==> config.mk <==
export PLATFORM = sky130hd
export DESIGN_NAME = evp_top
export DESIGN_NICKNAME = d
export VERILOG_FILES = /design/src/shared/evp_pkg.sv /design/src/logic/evp_prio.sv /design/src/logic/evp_bus_slave.sv /design/src/logic/evp_top.sv
export VERILOG_INCLUDE_DIRS = /design/src /design/src/shared
export SDC_FILE = /design/constraint.sdc
export NUM_CORES = 1
export LEC_CHECK = 0
export ABC_AREA = 0
export BUFFER_PORTS_ARGS = -buffer_cell sky130_fd_sc_hd__buf_2
export CORE_UTILIZATION = 44
export CTS_CLUSTER_SIZE = 28
export DETAILED_ROUTE_END_ITERATION = 10
export PLACE_DENSITY = 0.9
export SLEW_MARGIN = 25
export SYNTH_ARGS = -nofsm -noshare
export SYNTH_HDL_FRONTEND = slang
export SYNTH_SLANG_ARGS = --single-unit
==> constraint.sdc <==
create_clock -name sys_clk -period 4.2 [get_ports sys_clk]
set_clock_uncertainty 0.2 [all_clocks]
set_input_delay 1.26 -clock sys_clk [delete_from_list [all_inputs] [get_ports sys_clk]]
set_output_delay 1.26 -clock sys_clk [all_outputs]
set_load 0.1 [all_outputs]
==> src/shared/evp_defines.svh <==
/*
  Constants of the exception vector decoder: register indices, field
  positions, reset values and fixed vector offsets.
  Assumes inclusion by bare name from the package and the design files.
*/
`ifndef EVP_DEFINES_SVH
`define EVP_DEFINES_SVH
`define EVP_IDX_BASE 6'h1F
`define EVP_IDX_STATUS 6'h20
`define EVP_BASE_RESET 8'hFF
`define EVP_VEC_POR 16'hFFFE
`define EVP_VEC_CLKMON 16'hFFFC
`define EVP_VEC_WDOG 16'hFFFA
`define EVP_OFS_TRAP 8'hF8
`define EVP_OFS_SOFTWARE 8'hF6
`define EVP_OFS_HIGH_PRIO 8'hF4
`define EVP_OFS_ITOP 8'hF2
`define EVP_OFS_ILOW 8'h82
`define EVP_OFS_SPUR 8'h80
`define EVP_LOW_ZERO 8'h00
`define EVP_NUM_I 57
`define EVP_ST_IPEND 16
`endif

==> src/shared/evp_pkg.sv <==
/*
  Types of the exception vector decoder.
  Assumes evp_defines.svh is on the include path.
*/
`include "evp_defines.svh"
package evp_pkg;
   typedef struct packed {
      logic [2:0] rstReq;
      logic trapReq;
      logic softwareExceptionReq;
      logic highPriorityMaskReq;
      logic [`EVP_NUM_I-1:0] irqReq;
   } evp_req_t;
   typedef struct packed {
      logic iMask;
      logic xMask;
      logic debugActive;
      logic vecReq;
      logic stopMode;
   } evp_cpu_t;
   typedef struct packed {
      logic [15:0] vecAddr;
      logic [7:0] baseByte;
      logic [15:0] lastVec;
      logic prevReq;
      logic wake;
      logic [31:0] rdData;
   } evp_state_t;
   typedef struct packed {
      logic waitReq;
   } evp_bus_state_t;
endpackage

==> src/logic/evp_prio.sv <==
/*
  Priority encoder over the enabled I-maskable request lines.
  Assumes same-clock request and enable inputs; purely combinational.
*/
`timescale 1ns/1ps
`include "evp_defines.svh"
module evp_prio
   import evp_pkg::*;
(
   input wire logic [`EVP_NUM_I-1:0] irqReq,
   input wire logic [`EVP_NUM_I-1:0] irqEnable,
   output logic found,
   output logic [5:0] index
);
   logic [`EVP_NUM_I-1:0] live;
   always_comb begin
      live = irqReq & irqEnable;
      found = 1'b0;
      index = 6'h00;
      for (int i = 0; i < `EVP_NUM_I; i++) begin
         if (live[i]) begin
            found = 1'b1;
            index = 6'(i);
         end
      end
   end
endmodule

==> src/logic/evp_bus_slave.sv <==
/*
  Avalon-MM handshake: one wait cycle, then completion.
  Assumes a master that holds its request until waitrequest is low.
*/
`timescale 1ns/1ps
module evp_bus_slave
   import evp_pkg::*;
(
   input wire logic sys_clk,
   input wire logic sys_rst,
   input wire logic avRead,
   input wire logic avWrite,
   output logic avWaitRequest,
   output logic wrStrobe,
   output logic rdCapture
);
   evp_bus_state_t st_reg;
   evp_bus_state_t st_next;
   always_comb begin
      st_next = st_reg;
      st_next.waitReq = !((avRead || avWrite) && st_reg.waitReq);
   end
   always_ff @(posedge sys_clk) begin
      if (sys_rst) begin
         st_reg <= '{waitReq: 1'b1};
      end else begin
         st_reg <= st_next;
      end
   end
   assign avWaitRequest = st_reg.waitReq;
   assign wrStrobe = avWrite && !st_reg.waitReq;
   assign rdCapture = avRead && st_reg.waitReq;
   a_bus_answer: assert property (@(posedge sys_clk) disable iff (sys_rst)
      (avRead || avWrite) && st_reg.waitReq |=> !avWaitRequest)
      else $error("bus request not answered after one wait cycle");
endmodule

==> src/logic/evp_top.sv <==
/*
  Exception vector decoder: collects reset, trap, software, X and
  I-maskable requests and gives the CPU the winning vector address.
  Assumes requests, masks and the vector strobe come from same-clock
  logic, and an Avalon-MM master with word addressing.
*/
`timescale 1ns/1ps
`include "evp_defines.svh"
module evp_top
   import evp_pkg::*;
(
   input wire logic sys_clk,
   input wire logic sys_rst,
   input wire logic [5:0] avAddress,
   input wire logic avRead,
   input wire logic avWrite,
   input wire logic [31:0] avWriteData,
   input wire logic [3:0] avByteEnable,
   output logic [31:0] avReadData,
   output logic avWaitRequest,
   input wire evp_req_t req,
   input wire logic [`EVP_NUM_I-1:0] irqEnable,
   input wire evp_cpu_t cpu,
   output logic [15:0] vectorAddr,
   output logic wakeUp
);

   // ---------------------------------------------------------------
   // Declarations
   // ---------------------------------------------------------------
   evp_state_t st_reg;
   evp_state_t st_next;
   logic iFound;
   logic [5:0] iIndex;
   logic wrStrobe;
   logic rdCapture;
   logic nonIPending;
   logic iQualified;
   logic [15:0] winner;

   // ---------------------------------------------------------------
   // Helpers
   // ---------------------------------------------------------------
   // base byte above the given low byte
   function automatic logic [15:0] withBase(
      input logic [7:0] upper,
      input logic [7:0] low
   );
      withBase = {upper, low};
   endfunction

   function automatic logic [7:0] irqLow(input logic [5:0] idx);
      logic [7:0] twice;
      twice = {1'b0, idx, 1'b0};
      irqLow = `EVP_OFS_ILOW + twice;
   endfunction

   // ---------------------------------------------------------------
   // Submodules
   // ---------------------------------------------------------------
   evp_prio u_prio (
      .irqReq(req.irqReq),
      .irqEnable(irqEnable),
      .found(iFound),
      .index(iIndex)
   );

   evp_bus_slave u_bus (
      .sys_clk(sys_clk),
      .sys_rst(sys_rst),
      .avRead(avRead),
      .avWrite(avWrite),
      .avWaitRequest(avWaitRequest),
      .wrStrobe(wrStrobe),
      .rdCapture(rdCapture)
   );

   // ---------------------------------------------------------------
   // Priority decoder
   // ---------------------------------------------------------------
   // The source behind the X and F2 lines is chosen when the chip is
   // built; this block only sees one request line for each.
   always_comb begin
      logic [7:0] upper;
      upper = st_reg.baseByte;
      if (cpu.debugActive) begin
         upper = `EVP_BASE_RESET;
      end
      nonIPending = req.trapReq || req.softwareExceptionReq || req.highPriorityMaskReq;
      iQualified = iFound && !cpu.iMask && !nonIPending;
      if (req.rstReq[0]) begin
         winner = `EVP_VEC_POR;
      end else if (req.rstReq[1]) begin
         winner = `EVP_VEC_CLKMON;
      end else if (req.rstReq[2]) begin
         winner = `EVP_VEC_WDOG;
      end else if (req.trapReq) begin
         winner = withBase(upper, `EVP_OFS_TRAP);
      end else if (req.softwareExceptionReq) begin
         winner = withBase(upper, `EVP_OFS_SOFTWARE);
      // X gated by X mask only
      end else if (req.highPriorityMaskReq && !cpu.xMask) begin
         winner = withBase(upper, `EVP_OFS_HIGH_PRIO);
      end else if (iQualified) begin
         winner = withBase(upper, irqLow(iIndex));
      end else begin
         winner = withBase(upper, `EVP_OFS_SPUR);
      end
   end

   // ---------------------------------------------------------------
   // Next state
   // ---------------------------------------------------------------
   always_comb begin
      st_next = st_reg;
      st_next.prevReq = cpu.vecReq;
      if (!cpu.vecReq) begin
         st_next.vecAddr = winner;
      end
      if (cpu.vecReq && !st_reg.prevReq) begin
         st_next.lastVec = st_reg.vecAddr;
      end
      st_next.wake = cpu.stopMode &&
         ((iFound && !cpu.iMask) || req.highPriorityMaskReq);
      if (wrStrobe && avAddress == `EVP_IDX_BASE && avByteEnable[0]) begin
         st_next.baseByte = avWriteData[7:0];
      end
      if (req.rstReq != 3'h0) begin
         st_next.baseByte = `EVP_BASE_RESET;
      end
      if (rdCapture) begin
         st_next.rdData = 32'h0000_0000;
         if (avAddress == `EVP_IDX_BASE) begin
            st_next.rdData[7:0] = st_reg.baseByte;
         end else if (avAddress == `EVP_IDX_STATUS) begin
            st_next.rdData[15:0] = st_reg.lastVec;
            st_next.rdData[`EVP_ST_IPEND] = iQualified;
         end
      end
   end

   // ---------------------------------------------------------------
   // State register
   // ---------------------------------------------------------------
   // Wake is registered, so it needs a running clock; a fully
   // clockless stop wake would have to be built from the raw lines
   // outside this block.
   always_ff @(posedge sys_clk) begin
      if (sys_rst) begin
         st_reg.vecAddr <= `EVP_VEC_POR;
         st_reg.baseByte <= `EVP_BASE_RESET;
         st_reg.lastVec <= 16'h0000;
         st_reg.prevReq <= 1'b0;
         st_reg.wake <= 1'b0;
         st_reg.rdData <= 32'h0000_0000;
      end else begin
         st_reg <= st_next;
      end
   end

   assign vectorAddr = st_reg.vecAddr;
   assign wakeUp = st_reg.wake;
   assign avReadData = st_reg.rdData;

   // ---------------------------------------------------------------
   // Checks
   // ---------------------------------------------------------------
   a_base_reset: assert property (
      @(posedge sys_clk)
      $fell(sys_rst) |-> st_reg.baseByte == `EVP_BASE_RESET)
      else $error("base byte not all ones after reset");

   a_reset_relocate: assert property (
      @(posedge sys_clk) disable iff (sys_rst)
      req.rstReq != 3'h0 |=> st_reg.baseByte == `EVP_BASE_RESET)
      else $error("reset request did not restore base byte");

   a_reset_vector: assert property (
      @(posedge sys_clk) disable iff (sys_rst)
      !cpu.vecReq && req.rstReq[0] |=> vectorAddr == `EVP_VEC_POR)
      else $error("power-on reset vector not given");

   a_watchdog_rank: assert property (
      @(posedge sys_clk) disable iff (sys_rst)
      !cpu.vecReq && req.rstReq == 3'h4 |=> vectorAddr == `EVP_VEC_WDOG)
      else $error("watchdog reset vector not given");

   a_debug_upper: assert property (
      @(posedge sys_clk) disable iff (sys_rst)
      !cpu.vecReq && cpu.debugActive
      |=> vectorAddr[15:8] == `EVP_BASE_RESET)
      else $error("debug state did not force upper byte");

   a_base_upper: assert property (
      @(posedge sys_clk) disable iff (sys_rst)
      !cpu.vecReq && !cpu.debugActive && req.rstReq == 3'h0
      |=> vectorAddr[15:8] == $past(st_reg.baseByte))
      else $error("upper vector byte differs from base byte");

   a_trap_wins: assert property (
      @(posedge sys_clk) disable iff (sys_rst)
      !cpu.vecReq && req.rstReq == 3'h0 && req.trapReq
      |=> vectorAddr[7:0] == `EVP_OFS_TRAP)
      else $error("trap did not win below resets");

   a_x_preempt: assert property (
      @(posedge sys_clk) disable iff (sys_rst)
      !cpu.vecReq && req.rstReq == 3'h0 && !req.trapReq && !req.softwareExceptionReq
      && req.highPriorityMaskReq && !cpu.xMask
      |=> vectorAddr[7:0] == `EVP_OFS_HIGH_PRIO)
      else $error("unmasked X request not granted");

   a_imask_block: assert property (
      @(posedge sys_clk) disable iff (sys_rst)
      !cpu.vecReq && req.rstReq == 3'h0 && cpu.iMask
      |=> vectorAddr[7:0] == `EVP_OFS_SPUR
      || vectorAddr[7:0] >= `EVP_OFS_HIGH_PRIO)
      else $error("I-maskable vector given with I mask set");

   a_spurious: assert property (
      @(posedge sys_clk) disable iff (sys_rst)
      !cpu.vecReq && req.rstReq == 3'h0 && !nonIPending
      && (req.irqReq & irqEnable) == '0
      |=> vectorAddr[7:0] == `EVP_OFS_SPUR)
      else $error("spurious vector not given when idle");

   a_vector_hold: assert property (
      @(posedge sys_clk) disable iff (sys_rst)
      cpu.vecReq |=> $stable(vectorAddr))
      else $error("vector changed while strobe high");

   a_stop_wake: assert property (
      @(posedge sys_clk) disable iff (sys_rst)
      cpu.stopMode && req.highPriorityMaskReq |=> wakeUp)
      else $error("X request in stop did not wake");

   // ---------------------------------------------------------------
   // Checks on ranking, register and wake paths
   // ---------------------------------------------------------------
   a_clkmon_vector: assert property (
      @(posedge sys_clk) disable iff (sys_rst)
      !cpu.vecReq && req.rstReq[1] && !req.rstReq[0] |=> vectorAddr == `EVP_VEC_CLKMON)
      else $error("clock monitor reset vector not given");

   a_fixed_reset: assert property (
      @(posedge sys_clk) disable iff (sys_rst)
      !cpu.vecReq && req.rstReq != 3'h0 |=> vectorAddr[15:8] == `EVP_BASE_RESET)
      else $error("reset vector moved with the base byte");

   a_soft_wins: assert property (
      @(posedge sys_clk) disable iff (sys_rst)
      !cpu.vecReq && req.rstReq == 3'h0 && !req.trapReq && req.softwareExceptionReq
      |=> vectorAddr[7:0] == `EVP_OFS_SOFTWARE)
      else $error("software exception did not win below trap");

   a_nest_unmasked: assert property (
      @(posedge sys_clk) disable iff (sys_rst)
      !cpu.vecReq && req.rstReq == 3'h0 && !req.trapReq && req.softwareExceptionReq
      && cpu.iMask
      |=> vectorAddr[7:0] == `EVP_OFS_SOFTWARE)
      else $error("software exception blocked by the I mask");

   a_i_rank_last: assert property (
      @(posedge sys_clk) disable iff (sys_rst)
      !cpu.vecReq && req.rstReq == 3'h0
      && (req.trapReq || req.softwareExceptionReq || (req.highPriorityMaskReq && !cpu.xMask))
      |=> vectorAddr[7:0] >= `EVP_OFS_HIGH_PRIO)
      else $error("I-maskable vector outranked a higher request");

   a_i_qualified: assert property (
      @(posedge sys_clk) disable iff (sys_rst)
      !cpu.vecReq && req.rstReq == 3'h0 && !cpu.iMask && (req.irqReq & irqEnable) != '0
      && !req.trapReq && !req.softwareExceptionReq && !req.highPriorityMaskReq
      |=> vectorAddr[7:0] >= `EVP_OFS_ILOW && vectorAddr[7:0] <= `EVP_OFS_ITOP)
      else $error("qualified I-maskable request not granted");

   a_i_top_line: assert property (
      @(posedge sys_clk) disable iff (sys_rst)
      !cpu.vecReq && req.rstReq == 3'h0 && !cpu.iMask
      && req.irqReq[`EVP_NUM_I-1] && irqEnable[`EVP_NUM_I-1]
      && !req.trapReq && !req.softwareExceptionReq && !req.highPriorityMaskReq
      |=> vectorAddr[7:0] == `EVP_OFS_ITOP)
      else $error("top I-maskable line not ranked first");

   a_x_masked: assert property (
      @(posedge sys_clk) disable iff (sys_rst)
      !cpu.vecReq && req.rstReq == 3'h0 && !req.trapReq && !req.softwareExceptionReq
      && req.highPriorityMaskReq && cpu.xMask
      |=> vectorAddr[7:0] == `EVP_OFS_SPUR)
      else $error("masked X request let an I-maskable vector through");

   a_spur_base: assert property (
      @(posedge sys_clk) disable iff (sys_rst)
      !cpu.vecReq && !cpu.debugActive && req.rstReq == 3'h0 && (req.irqReq & irqEnable) == '0
      && !req.trapReq && !req.softwareExceptionReq && !req.highPriorityMaskReq
      |=> vectorAddr == ({$past(st_reg.baseByte), `EVP_LOW_ZERO} | {8'h00, `EVP_OFS_SPUR}))
      else $error("spurious vector not at base plus its offset");

   a_base_write: assert property (
      @(posedge sys_clk) disable iff (sys_rst)
      wrStrobe && avAddress == `EVP_IDX_BASE && avByteEnable[0] && req.rstReq == 3'h0
      |=> st_reg.baseByte == $past(avWriteData[7:0]))
      else $error("base byte write did not land");

   a_base_keep: assert property (
      @(posedge sys_clk) disable iff (sys_rst)
      !(wrStrobe && avAddress == `EVP_IDX_BASE && avByteEnable[0]) && req.rstReq == 3'h0
      |=> $stable(st_reg.baseByte))
      else $error("base byte changed without a write");

   a_read_base: assert property (
      @(posedge sys_clk) disable iff (sys_rst)
      rdCapture && avAddress == `EVP_IDX_BASE
      |=> avReadData == {24'h00_0000, $past(st_reg.baseByte)})
      else $error("base byte read back wrong");

   a_last_vector: assert property (
      @(posedge sys_clk) disable iff (sys_rst)
      cpu.vecReq && !st_reg.prevReq |=> st_reg.lastVec == $past(vectorAddr))
      else $error("vector at strobe rise not recorded");

   a_read_status: assert property (
      @(posedge sys_clk) disable iff (sys_rst)
      rdCapture && avAddress == `EVP_IDX_STATUS
      |=> avReadData[15:0] == $past(st_reg.lastVec))
      else $error("recorded vector read back wrong");

   a_wake_masked: assert property (
      @(posedge sys_clk) disable iff (sys_rst)
      cpu.stopMode && cpu.iMask && !req.highPriorityMaskReq |=> !wakeUp)
      else $error("masked I request woke the system");

   a_wake_run: assert property (
      @(posedge sys_clk) disable iff (sys_rst)
      !cpu.stopMode |=> !wakeUp)
      else $error("wake raised outside stop");
endmodule

==> flow_summary.yaml <==
timing:
  fin_setup_tns_ps: 0
  hold-worst-slack_ps: 252
  grt_setup_unrepaired: "no"
  hold_viol: 0
  worst_pin_slew_ps: 702
  fmax_ghz: 0.276
  slew_headroom: 0.527
  maxSlewViolCount: 0
  setup_violations: 0
  post-route-period-util: 0.863
  finalCriticalPeriod_ps: 3630
setup_path:
  r2r-end: "st_reg[52]"
  r2r-start: "u_bus.avWaitRequest"
  reg2regPathDepth: 3
  worstPathArrival_ps: 3640
  critPathKind: "in2reg"
  crit_fanout: 4
  crit_path_end_kind: "register"
  reg2reg_slack_ps: 2540
  critPathLaunchType: "input pin"
  required_ps: 4210
drt:
  via_per_inst: 5.63
  drc: 0
  wl_per_cell_um: 15.4
  firstDrtPassIters: 5
  drt-initial-drc-count: 246
  ant_nets: 0
  routed_wl_mm: 10.8
  vias: 3960
global_route:
  met3_usage: 0.0439
  grtUsageTotal: 0.258
  antenna_found_initial: 3
  met1_usage: 0.279
  grt_use_met2: 0.482
  grt_pass1_vias: 3849
  overflow: 0
  grt_pass1_wl_mm: 17.4
  grt_max_degree: 36
  busiest_layer: "met2"
finish:
  layout_commonest_cell: "buf_2"
  layout_common_cells: "buf_2 (177), nand2_1 (95), dfxtp_1 (58)"
  finalInstanceArea_mm2: 0.00447
  drive_gt1_frac: 0.349
  fillers: 707
  syn_to_final_growth_pct: 25.3
  largest_reg_flops: 24
  nNetsFinal: 766
placement:
  place_area_mm2: 0.00424
  routabilityCongestion: 0.931
  detailed_place_hpwl_mm: 8.77
  numPortBuffers: 177
hold_path:
  min_to: "avReadData[12]"
  hp-class: "reg2reg"
  min_path_cells: 2
  hp-start: "avReadData[12]"
cts:
  cts_tree: "yes"
  hold_buffers: 0
  cts.sinks: 58
  clkTransAtPathRegs_ps: 60
  cts_buffers: 9
  post_cts_buffers: 0
  clockBufferDepth: 2
  clock-root-buffer: "clkbuf_8"
  ctsResizeCount: 0
  insertion_delay_ps: 340
  cts_max_level: 3
die:
  initial_core_util: 0.459
  die_area_mm2: 0.00847
  core_mm2: 0.00777
  die_w_um: 92.0
  num_rows: 32
  top_level_ports: 221
  die_h_um: 92.0
outcome:
  status: "completed"
synthesis:
  netlist_area_mm2: 0.00356
  synth_top_area_frac: 0.326
  syn_inst: 451
  synth_area_per_cell_um2: 7.90
  synth_area_leader_cell: "dfxtp_1"
  async_reset_ff_frac: 0
  ys_warn_count: 0
  synth_edf_count: 0
  synth_ff_type: "dfxtp_1"
  synth_cell_types: 58
  synthTopCellsByArea: "dfxtp_1 (33%), buf_4 (10%), nand2_1 (10%)"
  yosys_register_bits: 58
  ys_seq_area_frac: 0.326
power:
  ir_worst_vdd_mv: 0.199
  leakage_nw: 2.07
  combPwrFrac: 0.254
  swShare: 0.321
  p_sw_mw: 0.492
  seqPwrFrac: 0.378
  p_int_mw: 1.04
  p_per_area_mw_per_mm2: 343
  clkPwrFrac: 0.367
flow_run:
  max_cap_viol_count: 0
[synth_stat cells (all sizes together), types with 5 or more instances]
cell	number
nand2	95
dfxtp	58
buf	48
a21oi	36
a22oi	27
nor2	18
nand3	17
clkbuf	14
nor3	13
o21ai	11
a221oi	8
mux2i	8
o22a	8
a32o	7
inv	7
nand4	6
o211ai	6
a222oi	5
[metal layers]
metal	wire [µm]	part of all wire	up-vias
met2	5670	0.52	196
met5	0	0	-
met3	745	0.069	29
li1	-	-	1906
met1	4030	0.37	1829
met4	368	0.034	0
[worst max path at each step]
stage | slack [ps] | to | start | cells past startpoint
floorplan | 770 | vectorAddr[5] | req[5] | 12
global placement | 280 | vectorAddr[5] | req[5] | 13
detailed placement | 220 | vectorAddr[5] | req[5] | 13
CTS | 560 | vectorAddr[5] | req[5] | 13
global route | 310 | vectorAddr[5] | req[5] | 13
finish | 570 | vectorAddr[5] | req[5] | 13
[final cells by class]
type                    instances  area (µm²)  area share
flip-flops and latches         58        1160       0.260
well taps                     102         128      0.0286
inverters                       7        26.3     0.00588
clock inverters                 5        77.6      0.0174
multi-input cells             339        2020       0.453
diodes                          3        7.51     0.00168
clock buffers                  11         141      0.0317
repair buffers                179         901       0.202
[kinds of logic (layout without fill, tap and decap cells)]
logic type / after synthesis / count (layout) / share of synthesized area
AND/OR/NAND/NOR: 176 / 176 / 0.228
AO/OA/AOI/OAI: 138 / 138 / 0.296
buffers and inverters: 69 / 202 / 0.123
flip-flops: 58 / 58 / 0.326
multiplexers: 8 / 8 / 0.0225
adder cells (fa/ha/maj): 1 / 1 / 0.00351
other: 1 / 19 / 0.00105
[critical path, stage by stage]
cell	delay (ps)
buf_2	120
a22o_1	220
a31oi_1	130
o2111ai_1	160
a2111oi_0	540
nor2_1	130
o21bai_2	250
nor2_1	100
ha_1	240
nand3_1	80
nor3_1	50
nor4_1	270
nor3_1	90
[per-stage QoR]
step           power (mW)  instances  utilization  setup WS (ps)
4_1_cts              1.53        701        0.574            563
2_1_floorplan       0.867        466            -            772
3_3_place_gp        0.967        685        0.545            278
6_report             1.53        704        0.575            574
3_5_place_dp        0.977        685        0.545            221
5_1_grt              1.59        704        0.575            312
[power groups by stage]
stage	sequential, mW	combinational [mW]	clock, mW
finish	0.580	0.390	0.563
CTS	0.580	0.387	0.565
global placement	0.591	0.376	0
detailed placement	0.592	0.385	0
floorplan	0.598	0.269	0
global route	0.582	0.421	0.590
Power figures use the tool's default switching activity.
